==> src/pcfg_pkg.sv <==
// constants for the port 2 / port 3 configuration block
package pcfg_pkg;
	localparam int PCFG_W = 8;
	localparam logic [7:0] PCFG_ADDR_P3_MODE = 8'hA7;
	localparam logic [7:0] PCFG_ADDR_P3_DATA = 8'hB0;
	localparam logic [7:0] PCFG_ADDR_P2_SKIP = 8'hD6;
	localparam logic [7:0] PCFG_ADDR_P3_ANA = 8'hF4;
	localparam logic [7:0] PCFG_ADDR_P2_MODE = 8'hA6;
	localparam logic [7:0] PCFG_ADDR_P2_ANA = 8'hF3;
	localparam logic [7:0] PCFG_RST_P3_MODE = 8'h00;
	localparam logic [7:0] PCFG_RST_P3_DATA = 8'hFF;
	localparam logic [7:0] PCFG_RST_P2_SKIP = 8'h00;
	localparam logic [7:0] PCFG_RST_P3_ANA = 8'h1F;
	localparam logic [7:0] PCFG_RST_P2_MODE = 8'h00;
	localparam logic [7:0] PCFG_RST_P2_ANA = 8'hFF;
	localparam logic [7:0] PCFG_P3_IMPL = 8'h1F;
	localparam logic [7:0] PCFG_P2_XBAR = 8'h0F;
	localparam logic [7:0] PCFG_BONDED_P2 = 8'hFF;
	localparam logic [7:0] PCFG_BONDED_P3 = 8'h1F;
endpackage

==> src/pcfg_port23.sv <==
// configuration and data logic for ports 2 and 3
`timescale 1ns/1ps
module pcfg_port23
	import pcfg_pkg::*;
(
	input wire logic mclk_i,
	input wire logic reset_n_i,
	input wire logic [7:0] sfr_addr_i,
	input wire logic [7:0] sfr_wdata_i,
	input wire logic sfr_wr_i,
	input wire logic sfr_rd_i,
	output logic [7:0] sfr_rdata_o,
	input wire logic [pcfg_pkg::PCFG_W-1:0] p2_out_i,
	input wire logic [pcfg_pkg::PCFG_W-1:0] p2_pin_i,
	output logic [pcfg_pkg::PCFG_W-1:0] p2_pin_o,
	output logic [pcfg_pkg::PCFG_W-1:0] p2_pin_oe_o,
	output logic [pcfg_pkg::PCFG_W-1:0] p2_pullup_en_o,
	output logic [pcfg_pkg::PCFG_W-1:0] p2_in_o,
	output logic [pcfg_pkg::PCFG_W-1:0] p2_xbar_avail_o,
	input wire logic [pcfg_pkg::PCFG_W-1:0] p3_pin_i,
	output logic [pcfg_pkg::PCFG_W-1:0] p3_pin_o,
	output logic [pcfg_pkg::PCFG_W-1:0] p3_pin_oe_o,
	output logic [pcfg_pkg::PCFG_W-1:0] p3_pullup_en_o
);
	import pcfg_pkg::*;

	logic [7:0] port2_output_drive_mode_reg;
	logic [7:0] port2_crossbar_exclude_reg;
	logic [7:0] port2_analog_select_reg;
	logic [7:0] port3_data_latch_reg;
	logic [7:0] port3_analog_select_reg;
	logic [7:0] port3_output_drive_mode_reg;
	logic [7:0] rdata_next;
	logic [7:0] p3_read_value;
	logic [7:0] p2_live;
	logic [7:0] p3_live;
	logic wr_p2_mode;
	logic wr_p2_skip;
	logic wr_p2_ana;
	logic wr_p3_data;
	logic wr_p3_ana;
	logic wr_p3_mode;

	function automatic logic hit(input logic [7:0] a, input logic [7:0] off);
		return a == off;
	endfunction

	// one pin's drive enable: a zero always sinks, a one drives only in push-pull;
	// analog and unbonded pins never drive
	function automatic logic pin_drives(
		input logic digital,
		input logic bonded,
		input logic value,
		input logic push_pull
	);
		return digital & bonded & (~value | push_pull);
	endfunction

	// one pin's read value: analog and absent pins read one, digital pins the pad
	function automatic logic pin_reads(
		input logic digital,
		input logic present,
		input logic pad
	);
		return ~(digital & present) | (pad & digital & present);
	endfunction

	// a write strobe lands only on the register whose address matches
	assign wr_p2_mode = sfr_wr_i & hit(sfr_addr_i, PCFG_ADDR_P2_MODE);
	assign wr_p2_skip = sfr_wr_i & hit(sfr_addr_i, PCFG_ADDR_P2_SKIP);
	assign wr_p2_ana = sfr_wr_i & hit(sfr_addr_i, PCFG_ADDR_P2_ANA);
	assign wr_p3_data = sfr_wr_i & hit(sfr_addr_i, PCFG_ADDR_P3_DATA);
	assign wr_p3_ana = sfr_wr_i & hit(sfr_addr_i, PCFG_ADDR_P3_ANA);
	assign wr_p3_mode = sfr_wr_i & hit(sfr_addr_i, PCFG_ADDR_P3_MODE);

	// a pin is live only when it is bonded out and set digital
	assign p2_live = port2_analog_select_reg & PCFG_BONDED_P2;
	assign p3_live = port3_analog_select_reg & PCFG_BONDED_P3;

	// unbonded pin bits store only in the port 3 data latch; they simply reach no pad
	always_ff @(posedge mclk_i or negedge reset_n_i) begin
		if (!reset_n_i) begin
			port2_output_drive_mode_reg <= PCFG_RST_P2_MODE;
		end else if (wr_p2_mode) begin
			port2_output_drive_mode_reg <= sfr_wdata_i;
		end
	end

	always_ff @(posedge mclk_i or negedge reset_n_i) begin
		if (!reset_n_i) begin
			port2_crossbar_exclude_reg <= PCFG_RST_P2_SKIP;
		end else if (wr_p2_skip) begin
			port2_crossbar_exclude_reg <= sfr_wdata_i;
		end
	end

	always_ff @(posedge mclk_i or negedge reset_n_i) begin
		if (!reset_n_i) begin
			port2_analog_select_reg <= PCFG_RST_P2_ANA;
		end else if (wr_p2_ana) begin
			port2_analog_select_reg <= sfr_wdata_i;
		end
	end

	// data goes straight to the pad logic, the crossbar has no say on this port
	always_ff @(posedge mclk_i or negedge reset_n_i) begin
		if (!reset_n_i) begin
			port3_data_latch_reg <= PCFG_RST_P3_DATA;
		end else if (wr_p3_data) begin
			port3_data_latch_reg <= sfr_wdata_i;
		end
	end

	// bits 7 to 5 are not kept, so they read back zero whatever was written
	always_ff @(posedge mclk_i or negedge reset_n_i) begin
		if (!reset_n_i) begin
			port3_analog_select_reg <= PCFG_RST_P3_ANA;
		end else if (wr_p3_ana) begin
			port3_analog_select_reg <= sfr_wdata_i & PCFG_P3_IMPL;
		end
	end

	always_ff @(posedge mclk_i or negedge reset_n_i) begin
		if (!reset_n_i) begin
			port3_output_drive_mode_reg <= PCFG_RST_P3_MODE;
		end else if (wr_p3_mode) begin
			port3_output_drive_mode_reg <= sfr_wdata_i & PCFG_P3_IMPL;
		end
	end

	// bits 7 to 5 of the data read come back as one, like an absent pin;
	// the pad is read with no synchroniser since pins are taken as synchronous
	for (genvar gr = 0; gr < PCFG_W; gr++) begin : g_p3_read
		assign p3_read_value[gr] = pin_reads(port3_analog_select_reg[gr], PCFG_P3_IMPL[gr],
			p3_pin_i[gr]);
	end

	always_comb begin
		rdata_next = 8'h00;
		case (sfr_addr_i)
			PCFG_ADDR_P2_MODE: begin
				rdata_next = port2_output_drive_mode_reg;
			end
			PCFG_ADDR_P2_SKIP: begin
				rdata_next = port2_crossbar_exclude_reg;
			end
			PCFG_ADDR_P2_ANA: begin
				rdata_next = port2_analog_select_reg;
			end
			PCFG_ADDR_P3_ANA: begin
				rdata_next = port3_analog_select_reg;
			end
			PCFG_ADDR_P3_MODE: begin
				rdata_next = port3_output_drive_mode_reg;
			end
			PCFG_ADDR_P3_DATA: begin
				rdata_next = p3_read_value;
			end
			default: begin
				rdata_next = 8'h00;
			end
		endcase
	end

	// read data is held between reads, so a slow reader may sample it late
	always_ff @(posedge mclk_i or negedge reset_n_i) begin
		if (!reset_n_i) begin
			sfr_rdata_o <= 8'h00;
		end else if (sfr_rd_i) begin
			sfr_rdata_o <= rdata_next;
		end
	end

	// per-pin pad logic, registered so every output leaves a flip-flop
	for (genvar g2 = 0; g2 < PCFG_W; g2++) begin : g_p2_pin
		always_ff @(posedge mclk_i or negedge reset_n_i) begin
			if (!reset_n_i) begin
				p2_pin_o[g2] <= 1'h0;
				p2_pin_oe_o[g2] <= 1'h0;
				p2_pullup_en_o[g2] <= 1'h0;
				p2_in_o[g2] <= 1'h0;
			end else begin
				p2_pin_o[g2] <= p2_out_i[g2] & p2_live[g2];
				p2_pin_oe_o[g2] <= pin_drives(port2_analog_select_reg[g2], PCFG_BONDED_P2[g2],
					p2_out_i[g2], port2_output_drive_mode_reg[g2]);
				p2_pullup_en_o[g2] <= p2_live[g2];
				p2_in_o[g2] <= p2_pin_i[g2] & port2_analog_select_reg[g2];
			end
		end
	end

	// skip bits above pin 3 are kept but never route anything
	for (genvar gx = 0; gx < PCFG_W; gx++) begin : g_xbar
		always_ff @(posedge mclk_i or negedge reset_n_i) begin
			if (!reset_n_i) begin
				p2_xbar_avail_o[gx] <= 1'h0;
			end else begin
				p2_xbar_avail_o[gx] <= ~port2_crossbar_exclude_reg[gx] & PCFG_P2_XBAR[gx];
			end
		end
	end

	// unbonded pins are masked here too, so nothing reaches an absent pad
	for (genvar g3 = 0; g3 < PCFG_W; g3++) begin : g_p3_pin
		always_ff @(posedge mclk_i or negedge reset_n_i) begin
			if (!reset_n_i) begin
				p3_pin_o[g3] <= 1'h0;
				p3_pin_oe_o[g3] <= 1'h0;
				p3_pullup_en_o[g3] <= 1'h0;
			end else begin
				p3_pin_o[g3] <= port3_data_latch_reg[g3] & p3_live[g3];
				p3_pin_oe_o[g3] <= pin_drives(port3_analog_select_reg[g3], PCFG_BONDED_P3[g3],
					port3_data_latch_reg[g3], port3_output_drive_mode_reg[g3]);
				p3_pullup_en_o[g3] <= p3_live[g3];
			end
		end
	end
endmodule

==> config.mk <==
export PLATFORM = sky130hd
export DESIGN_NAME = pcfg_port23
export DESIGN_NICKNAME = d
export VERILOG_FILES = /design/src/pcfg_pkg.sv /design/src/pcfg_port23.sv
export SDC_FILE = /design/constraint.sdc
export NUM_CORES = 1
export LEC_CHECK = 0
export BUFFER_PORTS_ARGS = -buffer_cell sky130_fd_sc_hd__buf_2
export CORE_ASPECT_RATIO = 1.5
export CORE_MARGIN = 5
export CORE_UTILIZATION = 30
export DETAILED_ROUTE_END_ITERATION = 8
export SLEW_MARGIN = 40
export SYNTH_ARGS = -nofsm -noshare
export SYNTH_HDL_FRONTEND = slang
export SYNTH_SLANG_ARGS = --single-unit
==> constraint.sdc <==
create_clock -name mclk_i -period 1.05 [get_ports mclk_i]
set_input_delay 0.21 -clock mclk_i [delete_from_list [all_inputs] [get_ports mclk_i]]
set_output_delay 0.21 -clock mclk_i [all_outputs]
set_load 0.05 [all_outputs]
==> results.tsv <==
metric	value	unit
post-route-min-period	1220	ps
peakVddDrop	714	µV
cts.sinks	98	
synth_area_leaders	dfrtp_1 51%, dfstp_2 12%, mux2_2 10%	
worstSkewPairLatency	350	ps
worstPathCellList	buf_8 > nor4b_4 > nand3_2 > buf_4 > nor2_2 > buf_6 > mux2_2	
io_buffers	99	
violations	setup timing	
slowest_delay	330	ps
die_x	103	µm
num_rows	51	
outcome	complete, but fails checks	
drv_cap	0	
grt_usage	13.8	%
synth_cell_types	34	
vias_per_cell	4.59	
p_total	8.43	mW
dr.pass1.iters	4	
whs	52.2	ps
synth_enable_flop_cells	0	
clk_pin_slew_worst_paths	70	ps
synth-seq-cells	98	
clockBufferDepth	2	
fin_area	0.00580	mm²
setup_viol	86	
finalCritPeriodShare	116	%
grt_max_degree	34	
postSynthAreaPerCell	13.9	µm²
yosysWarnings	0	
grt_pass1_vias	2949	
netlist_top_cells_count	80 x dfrtp_1, 36 x mux2_2, 23 x and2_1	
hold_viol_final	0	
cts_buffers	9	
first_iter_violations	84	
cp.arrival	1500	ps
ys.flop_type	dfrtp_1	
setup_tns	-4750	ps
setup_slack	-172	ps
finalWeightedCongestion	0.848	
hpwl	7650	µm
io_pins	116	
syn_inst	282	
routedWlPerCell	17.1	µm
cp-end-kind	register	
maxSlewViolCount	0	
grt_pass1_wl	15900	µm
area_growth	48.1	%
cp_slowest_cell	mux2_2	
synth_area	0.00392	mm²
p_leak	2.75	nW
yosys.area.top_type	dfrtp_1	
ant_nets	0	
routed_wl	10300	µm
antenna_found_initial	1	
dieArea	0.0155	mm²
r2r_setup_slack	-50	ps
max_freq	818	MHz
nets	480	
critical_path_class	in -> reg	
required	1330	ps
core	0.0129	mm²
root_buffer	clkbuf_16	
gr-total-overflow	0	
start_kind	input pin	
htreeDepth	3	
synth-seq-area-share	63.2	%
postPlaceCellArea	0.00485	mm²
die_h	150	µm
cp_max_fo	5	
start_util	30.4	%
final_util	45.0	%
drcViolationCount	0	
tritoncts	built	
synth.most_common_cell	dfrtp_1	
skew	7.38	ps
yosys.area.top_type_share	51.1	%
rsz0062_at_grt	yes	
power_density	1450	mW/mm²
min_path_type	in -> reg	
vias	2761	
synthArstFlopShare	100	%
drive_above_1_share	56.2	%
## metal layers
metal / global-route usage [%] / share of wire [%] / vias up
met1: 15.2 / 36 / 1398
met5: 0 / 0 / -
met4: 8.17 / 2.4 / 0
met3: 2.01 / 4.7 / 14
li1: - / - / 1273
met2: 24.6 / 57 / 76
## logic make-up (layout without fill, tap and decap cells)
logic type | after synthesis | after routing | synth area share [%]
multiplexers | 44 | 44 | 12.8
flip-flops | 98 | 98 | 63.2
AO/OA/AOI/OAI | 45 | 45 | 8.52
AND/OR/NAND/NOR | 58 | 58 | 10.3
buffers and inverters | 36 | 183 | 5.11
other | 1 | 14 | 0.0957
## area by class of cell
class                      instances  area, µm²
sequential                        98       2470
antenna                            1       2.50
clock inverter                     4       52.6
tap                              159        199
fill                            1188       7090
multi-input combinational        160       1450
inverter                          18       67.6
timing repair buffer             149       1320
clock buffer                      12        236
## timing repair
action                                 CTS  global route
pin swaps                               18            11
gates resized for setup                147            13
endpoints found under the hold margin   50             0
hold buffers                             1             0
buffers inserted                        16             5
setup endpoints to repair               85            96
## final timing paths
check                                      startpoint                          to  cells after the start
max in group asynchronous                   reset_n_i                  p2_live[7]                      3
min in group asynchronous                   reset_n_i                 p2_pin_o[4]                      2
setup reg to reg           port3_analog_select_reg[4]              sfr_rdata_o[4]                      4
hold / removal                            p2_out_i[5]              p2_pin_oe_o[5]                      2
hold reg to reg                            p2_live[6]           p2_pullup_en_o[6]                      0
setup / recovery                        sfr_addr_i[0]  port3_analog_select_reg[3]                      7
## cell usage in the layout (no fill, tap or decap), types with 4 or more instances in the layout
cell type / instances
dfrtp_1: 80
a31oi_1: 4
mux2_4: 16
clkbuf_16: 9
buf_6: 64
nand3_2: 4
nand2_1: 4
conb_1: 13
nor2_1: 4
nand2b_1: 5
dfstp_2: 18
a21boi_0: 11
inv_1: 18
mux2_2: 23
buf_2: 36
and2_1: 23
mux2i_1: 5
buf_4: 43
o21ai_0: 5
a22oi_2: 8
## worst max-delay path: cells and delay by family
kind | cells | cell delay [ps]
muxes | 1 | 330
and+or+nand+nor | 3 | 560
buffers and inverters | 3 | 380
## report_power, final
| part | internal (mW) | total, mW | switching (mW) |
|---|---|---|---|
| Sequential | 3.95 | 4.06 | 0.111 |
| Clock | 1.85 | 3.24 | 1.39 |
| Combinational | 0.443 | 1.13 | 0.683 |
| Total | 6.24 | 8.43 | 2.19 |
## through the flow
stage / instances / setup slack (ps)
after floorplan: 294 / -513
after global placement: 566 / -515
after detailed placement: 566 / -574
after CTS: 597 / -197
after global routing: 601 / -241
final: 601 / -172
Note: power is estimated with default switching activity, not from simulation.
